File: config.mk
export PLATFORM = sky130hd
export DESIGN_NAME = dso_sync_unit
export DESIGN_NICKNAME = d
export VERILOG_FILES = /design/src/hw/dso_pkg.sv /design/src/hw/dso_sync_unit.sv
export SDC_FILE = /design/constraint.sdc
export NUM_CORES = 2
export LEC_CHECK = 0
export ABC_CLOCK_PERIOD_IN_PS = 17100
export BUFFER_PORTS_ARGS = -buffer_cell sky130_fd_sc_hd__clkbuf_2
export CORE_MARGIN = 1
export CORE_UTILIZATION = 51
export DETAILED_ROUTE_END_ITERATION = 10
export PLACE_DENSITY_LB_ADDON = 0.1
export SKIP_CTS_REPAIR_TIMING = 1
export SLEW_MARGIN = 25
export SYNTH_ARGS = -nofsm -noshare
export SYNTH_HDL_FRONTEND = slang
export SYNTH_SLANG_ARGS = --single-unit
File: constraint.sdc
create_clock -name clk -period 17.1 [get_ports clk]
set_input_delay 2.565 -clock clk [delete_from_list [all_inputs] [get_ports clk]]
set_output_delay 2.565 -clock clk [all_outputs]
set_load 0.1 [all_outputs]
File: src/hw/dso_pkg.sv
// constants, carrier types and states for the sync-out unit control block
package dso_pkg;
   localparam logic [11:0] OWN_ADDR = 12'h980;
   localparam logic [11:0] ACT_ADDR = 12'h981;
   localparam logic [11:0] PLEN_ADDR = 12'h982;
   localparam logic [11:0] PLENH_ADDR = 12'h983;
   localparam logic [11:0] ASTAT_ADDR = 12'h984;
   localparam logic [11:0] S0STAT_ADDR = 12'h98E;
   localparam logic [11:0] S1STAT_ADDR = 12'h98F;
   localparam logic [11:0] START_ADDR = 12'h990;
   localparam logic [11:0] NEXT1_ADDR = 12'h998;
   localparam logic [11:0] CYC0_ADDR = 12'h9A0;
   localparam logic [11:0] CYC1_ADDR = 12'h9A4;
   localparam logic [11:0] BLK8_MASK = 12'h007;
   localparam logic [11:0] BLK4_MASK = 12'h003;
   localparam int OWN_SYNC = 0;
   localparam int OWN_LATCH0 = 4;
   localparam int OWN_LATCH1 = 5;
   localparam logic [7:0] OWN_WMASK = 8'h31;
   localparam logic [7:0] OWN_RESET = 8'h00;
   localparam int ACT_UNIT = 0;
   localparam int ACT_GEN0 = 1;
   localparam int ACT_GEN1 = 2;
   localparam int ACT_AUTO = 3;
   localparam int ACT_EXT = 4;
   localparam int ACT_CHECK = 5;
   localparam int ACT_NEAR = 6;
   localparam int ACT_DEBUG = 7;
   localparam logic [7:0] ACT_RESET = 8'h00;
   localparam logic [15:0] PLEN_RESET = 16'h0000;
   localparam int NEAR_SHORT_BIT = 31;
   localparam int PULSE_UNIT_NS = 10;
   localparam int CLK_PERIOD_NS = 40;
   typedef struct packed {
      logic wr;
      logic rd;
      logic [11:0] addr;
      logic [7:0] wdata;
   } dso_req_type;
   typedef enum logic [1:0] {
      ST_IDLE = 2'b00,
      ST_RUN = 2'b01,
      ST_DONE = 2'b10
   } dso_state_type;
endpackage

File: src/hw/dso_sync_unit.sv
// sync-out unit control, activation, pulse generation and event flags
//
// Contract
// - Ownership bit 0 picks sync-out owner; only network side writes it.
// - Bit 4 owns latch unit 0, forced host when system time host-controlled.
// - Bit 5 owns latch unit 1; its latch interrupt goes to that owner.
// - Activation bit 0 enables whole unit; resets to zero.
// - Activation bits 1 and 2 enable first and second sync outputs.
// - With bit 3 set, start time write sets the unit activation bit.
// - With bit 4 set, a 32-bit start time is extended to 64 bits.
// - Bit 5 on: start time outside near future fires at once.
// - Bit 6 picks near-future window: half width or 2^31 ns.
// - Writing bit 7 fires one debug pulse on enabled outputs; reads zero.
// - Pulse length in 10 ns units from config; zero means acknowledge mode.
// - Status bits 0 and 1 show first pulse of each output pending.
// - Status bit 2 holds plausibility result taken at activation.
// - Without write-ack, host read of first status clears event bit 2.
// - With write-ack, host write of first status clears event bit 2.
// - Second status access clears event bit 3, read or write by mode.
// - Start time write sets begin time; read gives next first pulse time.
// - Lower-only start time write in one frame gets upper half extended.
// - Read-only register gives next second-output pulse time.
// - First cycle time zero means single shot; else pulse interval.
// - Second cycle time is delay of second pulse after first.
`timescale 1ns/1ps
module dso_sync_unit import dso_pkg::*; (
   input wire logic clk,
   input wire logic reset,
   input wire dso_req_type netReq,
   input wire dso_req_type hostReq,
   input wire logic writeAckEn,
   input wire logic sysTimeHostCtrl,
   input wire logic frameEnd,
   input wire logic [63:0] sysTime,
   input wire logic cfgLoad,
   input wire logic [15:0] cfgPulseLen,
   input wire logic [1:0] latchIrq,
   output logic [1:0] latchIrqNet,
   output logic [1:0] latchIrqHost,
   output logic [1:0] syncOut,
   output logic [1:0] appEventReq,
   output logic [7:0] netRdata,
   output logic [7:0] hostRdata
);
   ////////////////////////////////////////////////////////////////////////////
   logic [7:0] own_ff;
   logic [7:0] act_ff;
   logic [15:0] pulseLen_ff;
   logic [63:0] next0_ff;
   logic [63:0] next1_ff;
   logic [31:0] cyc0_ff;
   logic [31:0] cyc1_ff;
   logic [1:0] pend_ff;
   logic outside_ff;
   logic armed1_ff;
   logic lowWr_ff;
   logic highWr_ff;
   dso_state_type state_ff;
   logic [7:0] netRdata_ff;
   logic [7:0] hostRdata_ff;
   logic syncOut_ff [2];
   logic appEvt_ff [2];
   logic [15:0] cnt_ff [2];
   logic [7:0] ownEff;
   dso_req_type wReq;
   logic startWr;
   logic commit;
   logic activate;
   logic [63:0] startDiff;
   logic [63:0] due0Diff;
   logic [63:0] due1Diff;
   logic outsideNow;
   logic fire0;
   logic fire1;
   logic debugPulse;
   logic [1:0] start;
   logic [1:0] statAcc;
   logic [1:0] ackClr;
   logic [15:0] plenCyc;

   function automatic logic inBlock(input logic [11:0] a, input logic [11:0] b,
                                    input logic [11:0] m);
      return (a & ~m) == b;
   endfunction

   function automatic logic [7:0] readByte(input logic [11:0] a);
      logic [7:0] r;
      r = 8'h00;
      if (a == OWN_ADDR) begin
         r = ownEff;
      end else if (a == ACT_ADDR) begin
         r = act_ff;
      end else if (a == PLEN_ADDR) begin
         r = pulseLen_ff[7:0];
      end else if (a == PLENH_ADDR) begin
         r = pulseLen_ff[15:8];
      end else if (a == ASTAT_ADDR) begin
         r = {5'h00, outside_ff, pend_ff};
      end else if (a == S0STAT_ADDR) begin
         r = {7'h00, pend_ff[0]};
      end else if (a == S1STAT_ADDR) begin
         r = {7'h00, pend_ff[1]};
      end else if (inBlock(a, START_ADDR, BLK8_MASK)) begin
         r = next0_ff[8 * a[2:0] +: 8];
      end else if (inBlock(a, NEXT1_ADDR, BLK8_MASK)) begin
         r = next1_ff[8 * a[2:0] +: 8];
      end else if (inBlock(a, CYC0_ADDR, BLK4_MASK)) begin
         r = cyc0_ff[8 * a[1:0] +: 8];
      end else if (inBlock(a, CYC1_ADDR, BLK4_MASK)) begin
         r = cyc1_ff[8 * a[1:0] +: 8];
      end
      return r;
   endfunction

   ////////////////////////////////////////////////////////////////////////////
   // ownership and latch interrupt routing
   assign ownEff = own_ff | {3'h0, sysTimeHostCtrl, 4'h0};
   assign latchIrqHost = latchIrq & {ownEff[OWN_LATCH1], ownEff[OWN_LATCH0]};
   assign latchIrqNet = latchIrq & ~{ownEff[OWN_LATCH1], ownEff[OWN_LATCH0]};

   always_ff @(posedge clk) begin
      if (reset) begin
         own_ff <= OWN_RESET;
      end else if (netReq.wr && netReq.addr == OWN_ADDR) begin
         own_ff <= netReq.wdata & OWN_WMASK;
      end
   end

   // only the owning side writes the activation, start time and cycle time registers; the other side's writes to them are ignored
   assign wReq = ownEff[OWN_SYNC] ? hostReq : netReq;

   ////////////////////////////////////////////////////////////////////////////
   // start time capture and activation
   assign startWr = wReq.wr && inBlock(wReq.addr, START_ADDR, BLK8_MASK) &&
                    !act_ff[ACT_UNIT];
   assign commit = frameEnd && !startWr && (lowWr_ff || highWr_ff);
   assign activate = (state_ff == ST_IDLE) && act_ff[ACT_UNIT];
   assign startDiff = next0_ff - sysTime;
   // a start time in the past wraps to a negative difference
   assign outsideNow = act_ff[ACT_NEAR] ? (|startDiff[63:NEAR_SHORT_BIT])
                                        : startDiff[63];
   assign debugPulse = wReq.wr && wReq.addr == ACT_ADDR && wReq.wdata[ACT_DEBUG];

   always_ff @(posedge clk) begin
      if (reset) begin
         lowWr_ff <= 1'b0;
         highWr_ff <= 1'b0;
      end else if (startWr) begin
         if (wReq.addr[2]) begin
            highWr_ff <= 1'b1;
         end else begin
            lowWr_ff <= 1'b1;
         end
      end else if (frameEnd) begin
         lowWr_ff <= 1'b0;
         highWr_ff <= 1'b0;
      end
   end

   always_ff @(posedge clk) begin
      if (reset) begin
         act_ff <= ACT_RESET;
      end else begin
         if (wReq.wr && wReq.addr == ACT_ADDR) begin
            act_ff <= {1'b0, wReq.wdata[6:0]};
         end
         if (commit && act_ff[ACT_AUTO]) begin
            act_ff[ACT_UNIT] <= 1'b1;
         end
      end
   end

   always_ff @(posedge clk) begin
      if (reset) begin
         next0_ff <= 64'h0000000000000000;
      end else if (startWr) begin
         next0_ff[8 * wReq.addr[2:0] +: 8] <= wReq.wdata;
      end else if (commit && act_ff[ACT_EXT] && !highWr_ff) begin
         // pick the upper half that puts the start time at or after now
         next0_ff[63:32] <= sysTime[63:32] +
                            {31'h00000000, next0_ff[31:0] < sysTime[31:0]};
      end else if (activate && act_ff[ACT_CHECK] && outsideNow) begin
         next0_ff <= sysTime;
      end else if (fire0) begin
         next0_ff <= next0_ff + {32'h00000000, cyc0_ff};
      end
   end

   always_ff @(posedge clk) begin
      if (reset) begin
         cyc0_ff <= 32'h00000000;
         cyc1_ff <= 32'h00000000;
      end else if (wReq.wr && inBlock(wReq.addr, CYC0_ADDR, BLK4_MASK)) begin
         cyc0_ff[8 * wReq.addr[1:0] +: 8] <= wReq.wdata;
      end else if (wReq.wr && inBlock(wReq.addr, CYC1_ADDR, BLK4_MASK)) begin
         cyc1_ff[8 * wReq.addr[1:0] +: 8] <= wReq.wdata;
      end
   end

   always_ff @(posedge clk) begin
      if (reset) begin
         pulseLen_ff <= PLEN_RESET;
      end else if (cfgLoad) begin
         pulseLen_ff <= cfgPulseLen;
      end
   end

   ////////////////////////////////////////////////////////////////////////////
   // schedule
   assign due0Diff = sysTime - next0_ff;
   assign due1Diff = sysTime - next1_ff;
   assign fire0 = (state_ff == ST_RUN) && !due0Diff[63];
   assign fire1 = (state_ff != ST_IDLE) && act_ff[ACT_UNIT] && armed1_ff &&
                  !due1Diff[63];

   always_ff @(posedge clk) begin
      if (reset || !act_ff[ACT_UNIT]) begin
         state_ff <= ST_IDLE;
      end else begin
         case (state_ff)
            ST_IDLE: begin
               state_ff <= ST_RUN;
            end
            ST_RUN: begin
               if (fire0 && cyc0_ff == 32'h00000000) begin
                  state_ff <= ST_DONE;
               end
            end
            default: begin
               state_ff <= state_ff;
            end
         endcase
      end
   end

   always_ff @(posedge clk) begin
      if (reset) begin
         next1_ff <= 64'h0000000000000000;
         armed1_ff <= 1'b0;
      end else if (fire0) begin
         next1_ff <= next0_ff + {32'h00000000, cyc1_ff};
         armed1_ff <= 1'b1;
      end else if (fire1 || !act_ff[ACT_UNIT]) begin
         armed1_ff <= 1'b0;
      end
   end

   always_ff @(posedge clk) begin
      if (reset || !act_ff[ACT_UNIT]) begin
         pend_ff <= 2'h0;
      end else if (activate) begin
         pend_ff <= {act_ff[ACT_GEN1], act_ff[ACT_GEN0]};
      end else begin
         if (fire0) begin
            pend_ff[0] <= 1'b0;
         end
         if (fire1) begin
            pend_ff[1] <= 1'b0;
         end
      end
   end

   always_ff @(posedge clk) begin
      if (reset) begin
         outside_ff <= 1'b0;
      end else if (activate) begin
         outside_ff <= outsideNow;
      end
   end

   ////////////////////////////////////////////////////////////////////////////
   // outputs and event flags
   assign plenCyc = 16'((32'(pulseLen_ff) * PULSE_UNIT_NS + CLK_PERIOD_NS - 1) /
                        CLK_PERIOD_NS);
   // a debug write carries its own enables, so it obeys the bits written with it
   assign start[0] = (act_ff[ACT_GEN0] && fire0) ||
                     (debugPulse && wReq.wdata[ACT_GEN0]);
   assign start[1] = (act_ff[ACT_GEN1] && fire1) ||
                     (debugPulse && wReq.wdata[ACT_GEN1]);
   assign statAcc[0] = writeAckEn ? (hostReq.wr && hostReq.addr == S0STAT_ADDR)
                                  : (hostReq.rd && hostReq.addr == S0STAT_ADDR);
   assign statAcc[1] = writeAckEn ? (hostReq.wr && hostReq.addr == S1STAT_ADDR)
                                  : (hostReq.rd && hostReq.addr == S1STAT_ADDR);
   assign ackClr[0] = statAcc[0] || (netReq.rd && netReq.addr == S0STAT_ADDR);
   assign ackClr[1] = statAcc[1] || (netReq.rd && netReq.addr == S1STAT_ADDR);

   generate
      for (genvar i = 0; i < 2; i++) begin : g_out
         always_ff @(posedge clk) begin
            if (reset) begin
               syncOut_ff[i] <= 1'b0;
               cnt_ff[i] <= 16'h0000;
            end else if (start[i]) begin
               syncOut_ff[i] <= 1'b1;
               cnt_ff[i] <= plenCyc;
            end else if (pulseLen_ff == PLEN_RESET) begin
               if (ackClr[i]) begin
                  syncOut_ff[i] <= 1'b0;
               end
            end else if (cnt_ff[i] > 16'h0001) begin
               cnt_ff[i] <= cnt_ff[i] - 16'h0001;
            end else begin
               syncOut_ff[i] <= 1'b0;
               cnt_ff[i] <= 16'h0000;
            end
         end

         // a new pulse in the clearing cycle keeps its event
         always_ff @(posedge clk) begin
            if (reset) begin
               appEvt_ff[i] <= 1'b0;
            end else if (start[i]) begin
               appEvt_ff[i] <= 1'b1;
            end else if (statAcc[i]) begin
               appEvt_ff[i] <= 1'b0;
            end
         end
      end
   endgenerate

   assign syncOut = {syncOut_ff[1], syncOut_ff[0]};
   assign appEventReq = {appEvt_ff[1], appEvt_ff[0]};

   always_ff @(posedge clk) begin
      if (reset) begin
         netRdata_ff <= 8'h00;
         hostRdata_ff <= 8'h00;
      end else begin
         if (netReq.rd) begin
            netRdata_ff <= readByte(netReq.addr);
         end
         if (hostReq.rd) begin
            hostRdata_ff <= readByte(hostReq.addr);
         end
      end
   end

   assign netRdata = netRdata_ff;
   assign hostRdata = hostRdata_ff;
endmodule

==> results.rst <==
.. list-table::
   :header-rows: 1

   * - Metric
     - Value
   * - Result of the run
     - completed
   * - Clk sinks
     - 278
   * - Net Count, Synth
     - 4,353
   * - Clock tree from TritonCTS
     - built
   * - Async set-or-reset flop fraction in the synthesized netlist
     - 0%
   * - Combinational power share
     - 34.9%
   * - Fin. max-slew vios
     - 0
   * - Setup repair after global routing missed its margin
     - no
   * - WHS Path Cells
     - 2
   * - Cell taking the most area after synthesis
     - sky130_fd_sc_hd__dfxtp_1
   * - TritonRoute pass-1 iters
     - 9
   * - Floorplan core area
     - 0.05946 mm2
   * - Power density of the placed cells
     - 74.36 mW/mm2
   * - Clock root buffer
     - sky130_fd_sc_hd__clkbuf_16
   * - Final setup violation count
     - 0
   * - DRC errors left
     - 0
   * - Number of instances in the synthesized netlist
     - 3,927
   * - Post-synthesis sequential area ratio
     - 19.14%
   * - Routed length per instance
     - 26.54 um
   * - Worst-path clk slew
     - 0.06 ns
   * - Utilization after layout
     - 56.54%
   * - Total global-route track usage
     - about two fifths
   * - Via count of the first global-routing pass
     - 28,990
   * - Share of final-layout standard cells stronger than drive strength 1
     - 12.16%
   * - Max FO, Critical Path
     - 51
   * - Net count, final
     - 4,371
   * - Setup slack of the critical path after layout
     - 7.209 ns
   * - Post-route cell area
     - 0.03362 mm2
   * - Final critical path time including I/O delays and setup
     - 9.891 ns
   * - Setup TNS after final layout
     - 0 ns
   * - Highest clock rate
     - 101.1 MHz
   * - Crit share post-route
     - a little under 60%
   * - Number of design-rule violations left by the first detailed-router iteration
     - 4,232
   * - Final count of hold timing violations
     - 0
   * - Most area-consuming cells after synthesis
     - sky130_fd_sc_hd__dfxtp_1, sky130_fd_sc_hd__ha_1, sky130_fd_sc_hd__mux4_2
   * - Flop and latch count out of synthesis
     - 278
   * - Max H-tree Level
     - 2
   * - Cell types with the highest counts after synthesis
     - sky130_fd_sc_hd__nor2_1, sky130_fd_sc_hd__a21oi_1, sky130_fd_sc_hd__ha_1
   * - Worst hold slack after final layout
     - 0.4772 ns
   * - Type of the worst min-delay path
     - flop to flop
   * - Vias after detailed routing
     - between 30,000 and 40,000
   * - Final cell count without fillers
     - about 4,700
   * - Worst Path Arrival
     - 10.35 ns
   * - Warnings from Yosys
     - 0
   * - Dominant cell by count in the synthesized netlist
     - sky130_fd_sc_hd__nor2_1
   * - Sw frac
     - 37.41%
   * - EDFF count, synth
     - 36
   * - Post-DP Area
     - around 0.032 mm2
   * - Clk pwr share
     - 35.0%
   * - Die X-Extent
     - 248.4 um
   * - Required time of the critical path
     - 17.56 ns
   * - Post-Synthesis Cell Area
     - 0.03096 mm2
   * - Final setup skew
     - 0.02902 ns
   * - Clock latency on the worst-skew pair
     - 0.58 ns
   * - Wire length of the first global-routing pass
     - 187,000 um
   * - Number of clock buffers inserted by TritonCTS
     - 36
   * - Portion of synthesized cell area occupied by the leading cell type
     - 15.65%
   * - Number of unique standard cell types used by synthesis
     - 125
   * - Critical Setup Path Class
     - primary input to flop
   * - Residual antenna-violating net count after detailed routing
     - 0
   * - Depth of the worst register-to-register path
     - 28
   * - Initial core utilization
     - between 50% and 60%
   * - Most common flop cell mapped by yosys
     - sky130_fd_sc_hd__dfxtp_1
   * - Pin count of the biggest net entering global routing
     - 79
   * - Total wire length after detailed routing
     - 125,900 um
   * - Mean area per synthesized cell
     - roughly 8 um2
   * - Top Ports
     - ~160
   * - Num rows
     - 89
   * - CTS max path bufs
     - 3
   * - Total power of the final layout
     - between 2 and 2.5 mW
   * - Category of the worst setup path launch point
     - primary input
   * - Leak
     - about 14 nW
   * - IR drop worst, VDD
     - 0.06134 mV
   * - Antenna violations before repair
     - 6
   * - Kind of capture point of the worst setup path
     - flop
   * - HPWL reported at the end of detailed placement
     - 96,480 um
   * - Weighted congestion reported at the end of routability-driven placement
     - 1.047
   * - Number of vias per cell after detailed routing
     - 6.765
   * - Total congestion overflow after global routing
     - 0
   * - Die span in y
     - 248.4 um
   * - Placed Cells
     - roughly 4,700
   * - Die outline area
     - 0.06170 mm2
   * - Part of the power in registers
     - between 30% and 40%
   * - MaxCap Viol Count
     - 0
   * - Switching power
     - 935.2 uW
   * - Post-placement worst setup slack
     - 6.706 ns
   * - Max-slew headroom at the worst pin
     - 25.99%
   * - Area growth syn-to-layout
     - 8.579%
   * - Internal power
     - about 1.6 mW
   * - Quantity of I/O buffers inserted on ports
     - 155
   * - Transition time at the pin with the least slew margin
     - 1.100 ns
[metal layers]
metal	global-route usage [%]	routed length (um)	vias up
met5	0	62	-
met4	20.21	7626	8
met3	7.642	13810	399
met2	58.97	53080	1919
met1	54.11	51370	15170
li1	-	-	14610
[worst max-delay path: stages]
cell and delay (ns):
sky130_fd_sc_hd__clkbuf_2 0.11, sky130_fd_sc_hd__inv_1 0.05, sky130_fd_sc_hd__ha_1 0.30, sky130_fd_sc_hd__a21o_1 0.16, sky130_fd_sc_hd__a21o_1 0.17, sky130_fd_sc_hd__a21o_1 0.17, sky130_fd_sc_hd__a21o_1 0.16, sky130_fd_sc_hd__a21o_1 0.17
sky130_fd_sc_hd__a21o_1 0.18, sky130_fd_sc_hd__a21o_1 0.17, sky130_fd_sc_hd__a21o_1 0.17, sky130_fd_sc_hd__a21o_1 0.17, sky130_fd_sc_hd__a21o_1 0.22, sky130_fd_sc_hd__a21oi_1 0.17, sky130_fd_sc_hd__o21ai_1 0.29, sky130_fd_sc_hd__a31oi_1 0.30
sky130_fd_sc_hd__o31a_1 0.19, sky130_fd_sc_hd__o21ai_1 0.20, sky130_fd_sc_hd__a21oi_1 0.39, sky130_fd_sc_hd__o311ai_0 0.27, sky130_fd_sc_hd__nor4_1 0.73, sky130_fd_sc_hd__o211ai_1 0.18, sky130_fd_sc_hd__nor4_1 0.80, sky130_fd_sc_hd__a21o_4 0.42
sky130_fd_sc_hd__buf_4 0.67, sky130_fd_sc_hd__a22oi_1 0.35, sky130_fd_sc_hd__clkbuf_4 0.28, sky130_fd_sc_hd__o221a_2 0.27
[final timing paths]
path,endpoint,start,slack [ns]
worst max-delay path,next0_ff[37]$_SDFFE_PP0P_,sysTime[1],7.21
worst min-delay path,armed1_ff$_SDFFE_PP0P_,armed1_ff$_SDFFE_PP0P_,0.48
worst min register to register,armed1_ff$_SDFFE_PP0P_,armed1_ff$_SDFFE_PP0P_,0.48
worst max register to register,cnt_ff[1][0]$_SDFFCE_PP0P_,pulseLen_ff[3]$_SDFFE_PP0P_,7.57
[flip-flops by register name (all words and copies together), names as in the netlist, 2 cells and up]
signal and cells:
next0_ff 64, cyc0_ff 32, hostRdata 8, cnt_ff 32
pulseLen_ff 16, state_ff 2, own_ff 3, appEvt_ff 2
syncOut_ff 2, next1_ff 64, cyc1_ff 32, netRdata 8
act_ff 7, pend_ff 2
[power by group through the flow]
stage | Combinational (mW) | Clock, mW | Sequential (mW)
floorplan | 0.636 | 0 | 0.759
global placement | 0.858 | 0 | 0.764
detailed placement | 0.853 | 0 | 0.764
CTS | 0.857 | 0.879 | 0.751
global route | 0.948 | 0.908 | 0.757
finish | 0.873 | 0.876 | 0.751
[logic make-up (layout without fill, tap and decap cells)]
family,after synthesis,after routing,share of synthesized area (%)
mux,240,240,11.88
xor+xnor,198,198,5.722
buf+inv,504,548,6.275
fa+ha+maj,295,295,11.99
flops,278,278,19.14
compound gates,1164,1164,24.90
other cells,0,2,0
simple gates,1248,1248,20.10
[layout by cell type (no fill, tap or decap), types with 35 or more instances in the layout]
cell                        instances
sky130_fd_sc_hd__a211oi_1          60
sky130_fd_sc_hd__clkbuf_2         151
sky130_fd_sc_hd__nand4_1           46
sky130_fd_sc_hd__nand2_1          213
sky130_fd_sc_hd__nand3_1          105
sky130_fd_sc_hd__and3_1            35
sky130_fd_sc_hd__a21o_1            83
sky130_fd_sc_hd__o21ai_0          188
sky130_fd_sc_hd__nor2b_1           38
sky130_fd_sc_hd__nor4_1            49
sky130_fd_sc_hd__clkbuf_16         37
sky130_fd_sc_hd__xnor2_1          160
sky130_fd_sc_hd__mux4_2           101
sky130_fd_sc_hd__ha_1             291
sky130_fd_sc_hd__nand2b_1          44
sky130_fd_sc_hd__buf_4             43
sky130_fd_sc_hd__nor3_1           149
sky130_fd_sc_hd__inv_1            284
sky130_fd_sc_hd__mux2i_1          121
sky130_fd_sc_hd__dfxtp_1          242
sky130_fd_sc_hd__a21oi_1          368
sky130_fd_sc_hd__o22ai_1           70
sky130_fd_sc_hd__nor2_1           409
sky130_fd_sc_hd__edfxtp_1          36
sky130_fd_sc_hd__a31oi_1           41
[layout make-up]
| cell class | count | area [um2] |
|---|---|---|
| diodes | 2 | 5.005 |
| clock buffers | 42 | 994.7 |
| clock inverters | 22 | 341.6 |
| fillers | 5752 | 25840 |
| inverters | 286 | 1074 |
| multi-input cells | 3145 | 23200 |
| flip-flops and latches | 278 | 5926 |
| well taps | 773 | 967.2 |
| repair buffers | 198 | 1110 |
No activity file was read; power rests on OpenSTA's default activity.
